==> src/core/pwm_defs.svh <==
// Register offsets, field positions and reset values of the PWM block
`ifndef PWM_DEFS_SVH
`define PWM_DEFS_SVH

// Register byte addresses
`define PWM_ADDR_CTRL 8'h00
`define PWM_ADDR_PRESCALE 8'h04
`define PWM_ADDR_PERIOD 8'h08
`define PWM_ADDR_SYNC_DELAY 8'h0C
`define PWM_ADDR_OUT_CFG 8'h10
`define PWM_ADDR_IRQ_EN 8'h14
`define PWM_ADDR_STATUS 8'h18
`define PWM_ADDR_CAPTURE0 8'h1C
`define PWM_ADDR_CAPTURE1 8'h20
`define PWM_ADDR_CAPTURE2 8'h24
// Edge registers: base + 8*channel, rise at +0, fall at +4
`define PWM_ADDR_EDGE_BASE 2'h1

// Control register fields
`define PWM_CTRL_RUN 0
`define PWM_CTRL_ONCE 1
`define PWM_CTRL_SLAVE 2
`define PWM_CTRL_BURST 3
`define PWM_CTRL_TRAP_EN 4
`define PWM_CTRL_TRAP_CLR 6

// Output configuration fields
`define PWM_OCFG_TRAP_LSB 0
`define PWM_OCFG_BURST_LSB 8

// Interrupt enable fields
`define PWM_IEN_MATCH_LSB 0
`define PWM_IEN_CAP_LSB 16
`define PWM_IEN_OVF 19
`define PWM_IEN_TRAP 20

// Status fields
`define PWM_STAT_RUNNING 16
`define PWM_STAT_TRAPPED 17
`define PWM_STAT_DIRTY 18
`define PWM_STAT_OUT_LSB 24

// Reset values
`define PWM_RST_CTRL 8'h00
`define PWM_RST_COUNT 16'h0000
`define PWM_RST_PERIOD 16'hFFFF

`endif

==> src/core/pwm_pkg.sv <==
// Types shared by the PWM block
package pwm_pkg;
  typedef logic [31:0] word_t;
  typedef logic [7:0] addr_t;
  typedef enum logic [1:0] {
    ST_IDLE = 2'b01,
    ST_RUN = 2'b10
  } cnt_state_t;
endpackage : pwm_pkg

==> src/core/six_channel_pwm_with_sync.sv <==
// Six-output PWM with prescaler, capture, trap, burst mixing and chain sync
//
// Notes on behaviour
// - Six waveform outputs from one period counter
// - Rise and fall positions programmed per output
// - Optional request per edge match, per-edge enable
// - Continuous repeats; run-once stops after one period
// - 16-bit prescaler feeds 16-bit period counter
// - Trap forces software-chosen levels, optional request
// - Three capture registers latch counter on trigger
// - Requests for match, capture, overflow, trap
// - Burst mode gates waveforms with external carrier
// - Counters and bus logic share one base clock
// - All timing counted in branch clock periods
// - Sync outputs feed next module's sync inputs
// - Master emits one-cycle period-start pulse
// - Shadow-load pulse only when settings were copied
// - Programmable delay before both chain pulses
// - Slave restarts and loads from incoming pulses
//
// Added by the designer: strobed register access and the register addresses.
`include "pwm_defs.svh"
`timescale 1ns/10ps
`default_nettype none

module six_channel_pwm_with_sync #(
  parameter int CH = 6,
  parameter int CW = 16
) (
  // Clock, enable and reset
  input wire logic CLOCK,
  input wire logic CE,
  input wire logic RST,
  // Register port
  input wire logic [7:0] ADDR,
  input wire pwm_pkg::word_t WDATA,
  input wire logic WR,
  input wire logic RD,
  output pwm_pkg::word_t RDATA,
  // Waveform, capture, trap and carrier pins
  output logic [CH-1:0] WAVEFORM_OUTPUT,
  input wire logic [2:0] CAPTURE_TRIGGER_INPUT,
  input wire logic FAULT_HOLD,
  input wire logic CARRIER,
  // Chain to neighbour modules
  input wire logic SYNC_IN,
  input wire logic TRANS_EN_IN,
  output logic SYNC_OUT,
  output logic TRANS_EN_OUT,
  // Interrupt request pulses
  output logic [2*CH-1:0] IRQ_MATCH,
  output logic [2:0] IRQ_CAPTURE,
  output logic IRQ_OVERFLOW,
  output logic IRQ_TRAP
);
  import pwm_pkg::*;

  // Field widths in the register map cap both parameters
  if (CH < 1 || CH > 8) begin : g_bad_ch
    $error("CH must lie between 1 and 8");
  end
  if (CW < 2 || CW > 16) begin : g_bad_cw
    $error("CW must lie between 2 and 16");
  end

  // Widen a counter-sized value to a bus word
  function automatic word_t widen(input logic [CW-1:0] v);
    widen = {{(32-CW){1'b0}}, v};
  endfunction : widen

  // Register state
  logic [7:0] ctrl_q;
  logic [CW-1:0] pre_stage_q, per_stage_q, pre_sh_q, per_sh_q, delay_q;
  logic [CW-1:0] rise_stage_q [CH];
  logic [CW-1:0] fall_stage_q [CH];
  logic [CW-1:0] rise_sh_q [CH];
  logic [CW-1:0] fall_sh_q [CH];
  logic [CH-1:0] trap_lvl_q, burst_q;
  logic [20:0] ien_q;
  logic [CW-1:0] cap_q [3];
  logic dirty_q, dirty_d;
  logic trapped_q, trapped_d;
  logic [2:0] cap_prev_q;
  // Counter state
  cnt_state_t state_q, state_d;
  logic [CW-1:0] pre_q, cnt_q;
  logic [CH-1:0] wave_q;
  // Chain delay state
  logic [CW-1:0] dly_cnt_q;
  logic dly_busy_q, dly_xfer_q;

  // Address decode
  logic wr_ctrl, wr_pre, wr_per, wr_dly, wr_ocfg, wr_ien, edge_hit, wr_edge;
  logic [2:0] edge_ch;
  assign wr_ctrl = WR && ADDR == `PWM_ADDR_CTRL;
  assign wr_pre = WR && ADDR == `PWM_ADDR_PRESCALE;
  assign wr_per = WR && ADDR == `PWM_ADDR_PERIOD;
  assign wr_dly = WR && ADDR == `PWM_ADDR_SYNC_DELAY;
  assign wr_ocfg = WR && ADDR == `PWM_ADDR_OUT_CFG;
  assign wr_ien = WR && ADDR == `PWM_ADDR_IRQ_EN;
  assign edge_ch = ADDR[5:3];
  assign edge_hit = ADDR[7:6] == `PWM_ADDR_EDGE_BASE && ADDR[1:0] == 2'h0 && 32'(edge_ch) < CH;
  assign wr_edge = WR && edge_hit;

  // Control decode
  logic running, slave, once, pre_wrap, per_end, start, wrap, restart, xfer;
  assign running = state_q == ST_RUN;
  assign slave = ctrl_q[`PWM_CTRL_SLAVE];
  assign once = ctrl_q[`PWM_CTRL_ONCE];
  // Master starts on a write setting the run bit while idle
  assign start = slave ? SYNC_IN : (!running && wr_ctrl && WDATA[`PWM_CTRL_RUN]);
  assign pre_wrap = running && pre_q == pre_sh_q;
  assign per_end = pre_wrap && cnt_q == per_sh_q;
  assign wrap = per_end && !once;
  assign restart = start || wrap;
  // Slave copies only when told to by the master
  assign xfer = restart && (slave ? TRANS_EN_IN : dirty_q);

  // Counter state machine
  always_comb begin
    state_d = state_q;
    case (state_q)
      ST_IDLE: begin
        if (start) begin
          state_d = ST_RUN;
        end
      end
      ST_RUN: begin
        if (wr_ctrl && !WDATA[`PWM_CTRL_RUN]) begin
          state_d = ST_IDLE;
        end else if (per_end && once && !start) begin
          state_d = ST_IDLE;
        end
      end
      default: state_d = ST_IDLE;
    endcase
  end

  // Staging marker: a fresh write wins over the copy that clears it
  // Only staged registers mark dirty; the sync delay applies at once
  assign dirty_d = wr_pre || wr_per || wr_edge || (dirty_q && !xfer);

  // Trap latch: a held fault wins over the software clear
  // Levels apply one cycle after the latch sets, so outputs stay registered
  logic trap_evt;
  assign trap_evt = FAULT_HOLD && ctrl_q[`PWM_CTRL_TRAP_EN];
  assign trapped_d = trap_evt || (trapped_q && !(wr_ctrl && WDATA[`PWM_CTRL_TRAP_CLR]));

  // Edge matches, sampled on the first clock of each counter value
  // Matching only on the first tick keeps each request one cycle long under prescale
  logic first_tick;
  logic [CH-1:0] rise_hit, fall_hit;
  assign first_tick = running && pre_q == '0;
  for (genvar i = 0; i < CH; i++) begin : g_match
    assign rise_hit[i] = first_tick && cnt_q == rise_sh_q[i];
    assign fall_hit[i] = first_tick && cnt_q == fall_sh_q[i];
  end

  // Capture edges; trigger pins are synchronous to the clock
  // The previous sample resets low, the idle pin level, so reset makes no false edge
  logic [2:0] cap_edge;
  assign cap_edge = CAPTURE_TRIGGER_INPUT & ~cap_prev_q;

  // Output mix: trap overrides burst, burst gates with the carrier
  // Trade-off: the output register adds a cycle but keeps the pins glitch-free
  logic [CH-1:0] burst_mix, out_d;
  assign burst_mix = ctrl_q[`PWM_CTRL_BURST] ? (wave_q & ~(burst_q & {CH{~CARRIER}})) : wave_q;
  assign out_d = trapped_q ? trap_lvl_q : burst_mix;

  // Read mux
  // Data stand only in the cycle after the strobe; an idle bus reads as zero
  word_t rd_d, status;
  assign status = {8'(wave_q), 5'h00, dirty_q, trapped_q, running, 16'(cnt_q)};
  always_comb begin
    rd_d = '0;
    if (edge_hit) begin
      rd_d = widen(ADDR[2] ? fall_stage_q[edge_ch] : rise_stage_q[edge_ch]);
    end else begin
      case (ADDR)
        `PWM_ADDR_CTRL: rd_d = {24'h000000, ctrl_q & 8'h0F | {3'h0, ctrl_q[4], 4'h0}};
        `PWM_ADDR_PRESCALE: rd_d = widen(pre_stage_q);
        `PWM_ADDR_PERIOD: rd_d = widen(per_stage_q);
        `PWM_ADDR_SYNC_DELAY: rd_d = widen(delay_q);
        `PWM_ADDR_OUT_CFG: rd_d = {16'h0000, 8'(burst_q), 8'(trap_lvl_q)};
        `PWM_ADDR_IRQ_EN: rd_d = {11'h000, ien_q};
        `PWM_ADDR_STATUS: rd_d = status;
        `PWM_ADDR_CAPTURE0: rd_d = widen(cap_q[0]);
        `PWM_ADDR_CAPTURE1: rd_d = widen(cap_q[1]);
        `PWM_ADDR_CAPTURE2: rd_d = widen(cap_q[2]);
        default: rd_d = '0; // Unmapped reads return zero
      endcase
    end
  end

  // Software-visible registers; the trap clear bit is not stored
  always_ff @(posedge CLOCK or posedge RST) begin
    if (RST) begin
      ctrl_q <= `PWM_RST_CTRL;
      pre_stage_q <= '0;
      per_stage_q <= CW'(`PWM_RST_PERIOD);
      delay_q <= '0;
      trap_lvl_q <= '0;
      burst_q <= '0;
      ien_q <= '0;
      RDATA <= '0;
    end else if (CE) begin
      if (wr_ctrl) ctrl_q <= WDATA[7:0] & 8'h1F;
      if (wr_pre) pre_stage_q <= WDATA[CW-1:0];
      if (wr_per) per_stage_q <= WDATA[CW-1:0];
      if (wr_dly) delay_q <= WDATA[CW-1:0];
      if (wr_ocfg) trap_lvl_q <= WDATA[`PWM_OCFG_TRAP_LSB +: CH];
      if (wr_ocfg) burst_q <= WDATA[`PWM_OCFG_BURST_LSB +: CH];
      if (wr_ien) ien_q <= WDATA[20:0];
      RDATA <= RD ? rd_d : '0;
    end
  end

  // Edge staging and shadow registers
  always_ff @(posedge CLOCK or posedge RST) begin
    if (RST) begin
      for (int i = 0; i < CH; i++) begin
        rise_stage_q[i] <= '0;
        fall_stage_q[i] <= '0;
        rise_sh_q[i] <= '0;
        fall_sh_q[i] <= '0;
      end
    end else if (CE) begin
      for (int i = 0; i < CH; i++) begin
        if (wr_edge && 32'(edge_ch) == i && !ADDR[2]) rise_stage_q[i] <= WDATA[CW-1:0];
        if (wr_edge && 32'(edge_ch) == i && ADDR[2]) fall_stage_q[i] <= WDATA[CW-1:0];
        if (xfer) rise_sh_q[i] <= rise_stage_q[i];
        if (xfer) fall_sh_q[i] <= fall_stage_q[i];
      end
    end
  end

  // Prescale and period shadows, staging marker, trap latch
  always_ff @(posedge CLOCK or posedge RST) begin
    if (RST) begin
      pre_sh_q <= '0;
      per_sh_q <= CW'(`PWM_RST_PERIOD);
      dirty_q <= 1'b0;
      trapped_q <= 1'b0;
    end else if (CE) begin
      if (xfer) pre_sh_q <= pre_stage_q;
      if (xfer) per_sh_q <= per_stage_q;
      dirty_q <= dirty_d;
      trapped_q <= trapped_d;
    end
  end

  // Prescale and period counters, one branch-clock step each cycle
  // A restart outranks the prescale wrap, so a slave realigns at once
  always_ff @(posedge CLOCK or posedge RST) begin
    if (RST) begin
      state_q <= ST_IDLE;
      pre_q <= CW'(`PWM_RST_COUNT);
      cnt_q <= CW'(`PWM_RST_COUNT);
    end else if (CE) begin
      state_q <= state_d;
      if (restart) begin
        pre_q <= '0;
        cnt_q <= '0;
      end else if (pre_wrap) begin
        pre_q <= '0;
        cnt_q <= per_end ? cnt_q : cnt_q + CW'(1);
      end else if (running) begin
        pre_q <= pre_q + CW'(1);
      end
    end
  end

  // Waveforms: fall takes priority when both positions coincide
  always_ff @(posedge CLOCK or posedge RST) begin
    if (RST) begin
      wave_q <= '0;
      WAVEFORM_OUTPUT <= '0;
    end else if (CE) begin
      wave_q <= (wave_q | rise_hit) & ~fall_hit;
      WAVEFORM_OUTPUT <= out_d;
    end
  end

  // Capture registers
  always_ff @(posedge CLOCK or posedge RST) begin
    if (RST) begin
      cap_prev_q <= '0;
      for (int i = 0; i < 3; i++) cap_q[i] <= '0;
    end else if (CE) begin
      cap_prev_q <= CAPTURE_TRIGGER_INPUT;
      for (int i = 0; i < 3; i++) begin
        if (cap_edge[i]) cap_q[i] <= cnt_q;
      end
    end
  end

  // Chain delay: a new restart retriggers and replaces a pending one
  // Limitation: restarts spaced closer than the delay lose the pending pulse
  always_ff @(posedge CLOCK or posedge RST) begin
    if (RST) begin
      dly_cnt_q <= '0;
      dly_busy_q <= 1'b0;
      dly_xfer_q <= 1'b0;
      SYNC_OUT <= 1'b0;
      TRANS_EN_OUT <= 1'b0;
    end else if (CE) begin
      SYNC_OUT <= 1'b0;
      TRANS_EN_OUT <= 1'b0;
      if (restart) begin
        dly_cnt_q <= delay_q;
        dly_busy_q <= 1'b1;
        dly_xfer_q <= xfer;
      end else if (dly_busy_q && dly_cnt_q == '0) begin
        dly_busy_q <= 1'b0;
        SYNC_OUT <= 1'b1;
        TRANS_EN_OUT <= dly_xfer_q;
      end else if (dly_busy_q) begin
        dly_cnt_q <= dly_cnt_q - CW'(1);
      end
    end
  end

  // Interrupt request pulses, each gated by its enable
  // Raw pulses: software that needs sticky status must latch them outside
  always_ff @(posedge CLOCK or posedge RST) begin
    if (RST) begin
      IRQ_MATCH <= '0;
      IRQ_CAPTURE <= '0;
      IRQ_OVERFLOW <= 1'b0;
      IRQ_TRAP <= 1'b0;
    end else if (CE) begin
      IRQ_MATCH <= {fall_hit, rise_hit} & ien_q[`PWM_IEN_MATCH_LSB +: 2*CH];
      IRQ_CAPTURE <= cap_edge & ien_q[`PWM_IEN_CAP_LSB +: 3];
      IRQ_OVERFLOW <= per_end && ien_q[`PWM_IEN_OVF];
      IRQ_TRAP <= trap_evt && !trapped_q && ien_q[`PWM_IEN_TRAP];
    end
  end

endmodule : six_channel_pwm_with_sync

`default_nettype wire

==> config.mk <==
export PLATFORM = sky130hd
export DESIGN_NAME = six_channel_pwm_with_sync
export DESIGN_NICKNAME = d
export VERILOG_FILES = /design/src/core/pwm_pkg.sv /design/src/core/six_channel_pwm_with_sync.sv
export VERILOG_INCLUDE_DIRS = /design/src /design/src/core
export SDC_FILE = /design/constraint.sdc
export NUM_CORES = 2
export LEC_CHECK = 0
export ABC_AREA = 1
export BUFFER_PORTS_ARGS = -buffer_cell sky130_fd_sc_hd__clkbuf_2
export CAP_MARGIN = 0
export CORE_AREA = 8 8 284 231
export CTS_BUF_LIST = sky130_fd_sc_hd__clkbuf_8
export CTS_CLUSTER_DIAMETER = 120
export CTS_CLUSTER_SIZE = 12
export DETAILED_ROUTE_END_ITERATION = 8
export DIE_AREA = 0 0 292 239
export PLACE_DENSITY = 0.69
export SYNTH_ARGS = -nofsm -noshare
export SYNTH_HDL_FRONTEND = slang
export SYNTH_SLANG_ARGS = --single-unit
==> constraint.sdc <==
create_clock -name CLOCK -period 29 [get_ports CLOCK]
set_input_delay 5.8 -clock CLOCK [delete_from_list [all_inputs] [get_ports CLOCK]]
set_output_delay 5.8 -clock CLOCK [all_outputs]
set_load 0.005 [all_outputs]
==> results_dict.tcl <==
set metrics [dict create \
    maxCapViolCount 0 \
    seqPwrFrac 0.563 \
    cts_root_buffer "clkbuf_8" \
    status "finished, final reports clean" \
    ant_nets 0 \
    power.share.combinational 0.135 \
    multi_input_area_mm2 0.01417 \
    min_from "per_sh_q[0]" \
    drt_first_pass_iters 8 \
    initial_core_util 0.5450 \
    vdd_ir_drop_max_v 0.00003580 \
    seq_area_mm2 0.01668 \
    fp.dieArea_mm2 0.06979 \
    p_sw_frac 0.3075 \
    final_nets 4150 \
    finClkSkew_ns 0.06009 \
    syn_to_final_growth_pct 4.893 \
    crit_required_ns 29.64 \
    hold_viol 0 \
    rsz0062_at_grt "false" \
    antenna_found_initial 6 \
    postCtsSetupRepairBufs 0 \
    r2r-end "rise_sh_q[35]" \
    hold_buffers 0 \
    worstMarginPinSlew_ns 1.297 \
    placedCellCount 4818 \
    io_pins 109 \
    htreeDepth 2 \
    fin_crit_sh 0.3165 \
    power.switching_w 0.0005369 \
    gr-total-overflow 0 \
    power_frac_clock 0.302 \
    clock-sinks 665 \
    crit_end "fall_sh_q[35]" \
    chipWidth_um 292 \
    synthArstFlopShare 1.000 \
    dpl.hpwl_um 75600 \
    synth-seq-area-share 0.5042 \
    cts_resized 0 \
    cts_tree "yes" \
    drv_slew 0 \
    std_cell_rows 81 \
    r2r-start "cnt_q[4]" \
    fillers 5697 \
    drive_gt1_frac 0.07280 \
    final_cell_mix "nand2_1, dfrtp_1, o21ai_0, nand3_1, nand4_1" \
    drt_wl_total_um 117400 \
    insertion_delay_ns 0.76 \
    cts_max_path_buffers 3 \
    yosys_warnings 0 \
    vias 30110 \
    grt_util_all_layers 0.3286 \
    r2r_cells 15 \
    fmax_mhz 109.0 \
    netlist_instances 4171 \
    synth_area_per_cell_um2 7.932 \
    cts.clk_slew.worst_paths_ns 0.09 \
    cp-startpoint "ADDR[3]" \
    gp_congestion 0.9933 \
    first_iter_violations 4522 \
    cp.arrival_ns 9.82 \
    wl_per_cell_um 23.90 \
    grt_pass1_wl_um 175700 \
    setup_violations 0 \
    synth-main-ff-cell "dfrtp_1" \
    yosys_register_bits 665 \
    p_per_area_mw_per_mm2 50.31 \
    leakagePower_nw 17.69 \
    pre_cts_ws_ns 19.24 \
    core-area_mm2 0.06071 \
    regToRegSetupSlack_ns 24.35 \
    min_period_ns 9.178 \
    start_kind "primary input" \
    chipHeight_um 239 \
    grt_pass1_vias 26878 \
    port_buffers 92 \
    critical_path.max_fanout 79 \
    worstSetupPathType "primary input to flop" \
    power.internal_w 0.001209 \
    tritoncts.num_buffers 61 \
    remaining_drc_errors 0 \
    worst_slack_ns 19.82 \
    synth_cell_types 47 \
    layout_commonest_cell "nand2_1" \
    synth_edf_count 0 \
    netlist_area_mm2 0.03309 \
    final_cells 4911 \
    grt_max_degree 139 \
    fin_setup_tns_ns 0 \
    min_path_type "flop to flop" \
    drt-vias-per-instance 6.131 \
    end_kind "flop" \
    relSlewSlack 0.1344 \
]
[cell families after synthesis]
| logic type | after synthesis | synth area share |
|---|---|---|
| other | 1 | 0.0001133 |
| flip-flops | 665 | 0.5042 |
| AND/OR/NAND/NOR | 2182 | 0.2844 |
| XOR/XNOR | 113 | 0.02991 |
| multiplexers | 12 | 0.003631 |
| adder cells (fa/ha/maj) | 5 | 0.001891 |
| AO/OA/AOI/OAI | 651 | 0.1067 |
| buffers and inverters | 542 | 0.06913 |
[flip-flops by register name (all words and copies together) (netlist names), 12 cells and up]
signal        cells
cap_q            48
dly_cnt_q        16
IRQ_MATCH        12
per_stage_q      16
fall_stage_q     96
rise_sh_q        96
ien_q            21
delay_q          16
fall_sh_q        96
pre_stage_q      16
RDATA            27
cnt_q            16
pre_sh_q         16
pre_q            16
rise_stage_q     96
per_sh_q         16
[worst min path at each step]
stage / to / slack (ns) / cells past startpoint
2_1_floorplan: dirty_q / 0.44 / 2
3_3_place_gp: dirty_q / 0.46 / 2
3_5_place_dp: dly_xfer_q / 0.46 / 2
4_1_cts: per_sh_q[0] / 0.48 / 2
5_1_grt: per_sh_q[4] / 0.50 / 2
6_report: per_sh_q[0] / 0.48 / 2
[synthesized netlist by cell type (2+ instances only)]
| master | instances | area (µm²) |
|---|---|---|
| inv_1 | 214 | 803.3 |
| buf_2 | 41 | 205.2 |
| xor2_1 | 80 | 700.7 |
| nor2_2 | 4 | 25.02 |
| o21ai_0 | 490 | 2452 |
| a22o_1 | 8 | 70.07 |
| buf_1 | 18 | 67.56 |
| dfstp_2 | 33 | 867.1 |
| nor4_1 | 15 | 93.84 |
| dfrtp_1 | 632 | 15820 |
| nand3_4 | 2 | 35.03 |
| nor3_1 | 47 | 235.2 |
| nand3_2 | 2 | 20.02 |
| clkbuf_1 | 202 | 758.2 |
| nand3_1 | 271 | 1356 |
| nand3b_1 | 7 | 52.55 |
| o2111ai_1 | 7 | 61.31 |
| a21oi_1 | 49 | 245.2 |
| nand4_1 | 271 | 1695 |
| mux2i_1 | 12 | 120.1 |
| nand2_1 | 1385 | 5199 |
| ha_1 | 5 | 62.56 |
| or2_2 | 3 | 18.77 |
| clkinv_1 | 4 | 15.01 |
| nor2_1 | 171 | 641.9 |
| nand2_2 | 2 | 12.51 |
| a31oi_1 | 15 | 93.84 |
| o22ai_1 | 24 | 150.1 |
| xnor2_1 | 33 | 289.0 |
| o31ai_1 | 3 | 22.52 |
| buf_4 | 27 | 202.7 |
| o221ai_1 | 3 | 26.28 |
| buf_6 | 13 | 146.4 |
| a221oi_1 | 12 | 105.1 |
| a22oi_1 | 12 | 90.09 |
| o211ai_1 | 14 | 105.1 |
| a211oi_1 | 10 | 75.07 |
| inv_2 | 21 | 78.83 |
[power by group through the flow]
stage	Clock, W	Combinational [W]	Sequential [W]
after floorplan	0	0.000161	0.000991
after global placement	0	0.000230	0.000999
after detailed placement	0	0.000231	0.000999
after CTS	0.000531	0.000232	0.000981
after global routing	0.000564	0.000260	0.000986
final	0.000527	0.000236	0.000982
[layout make-up]
type	count	share of cell area
flip-flops and latches	665	0.4807
multi-input cells	2968	0.4082
well taps	788	0.02841
repair buffers	157	0.02794
inverters	240	0.02621
clock buffers	61	0.02419
clock inverters	30	0.004218
diodes	2	0.0001442
[layer usage]
layer / track usage / part of all wire / vias to the layer above
met5: 0 / 0.00023 / -
met4: 0.1133 / 0.039 / 4
met3: 0.1017 / 0.13 / 253
met2: 0.4496 / 0.40 / 1736
met1: 0.4879 / 0.43 / 14461
li1: - / - / 13656
[metrics by stage]
step / total power (W) / cell area (µm²) / util / hold WS (ns)
2_1_floorplan: 0.001152 / 33100 / - / 0.4419
3_3_place_gp: 0.001228 / 33710 / 0.5553 / 0.4561
3_5_place_dp: 0.001230 / 33710 / 0.5553 / 0.4640
4_1_cts: 0.001744 / 34700 / 0.5716 / 0.4804
5_1_grt: 0.001809 / 34700 / 0.5716 / 0.4964
6_report: 0.001746 / 34700 / 0.5717 / 0.4795
[critical path, cell delays in order]
cell,delay (ns)
clkbuf_2,0.08
buf_4,0.46
clkinv_2,0.29
buf_4,0.36
nand3_4,0.17
nor2_4,0.08
nand3_1,0.08
nand2_2,0.11
o21bai_2,0.39
nand4_4,0.26
buf_4,0.55
buf_4,0.81
nand2_1,0.14
nand2_1,0.11
Power figures use the tool's default switching activity.
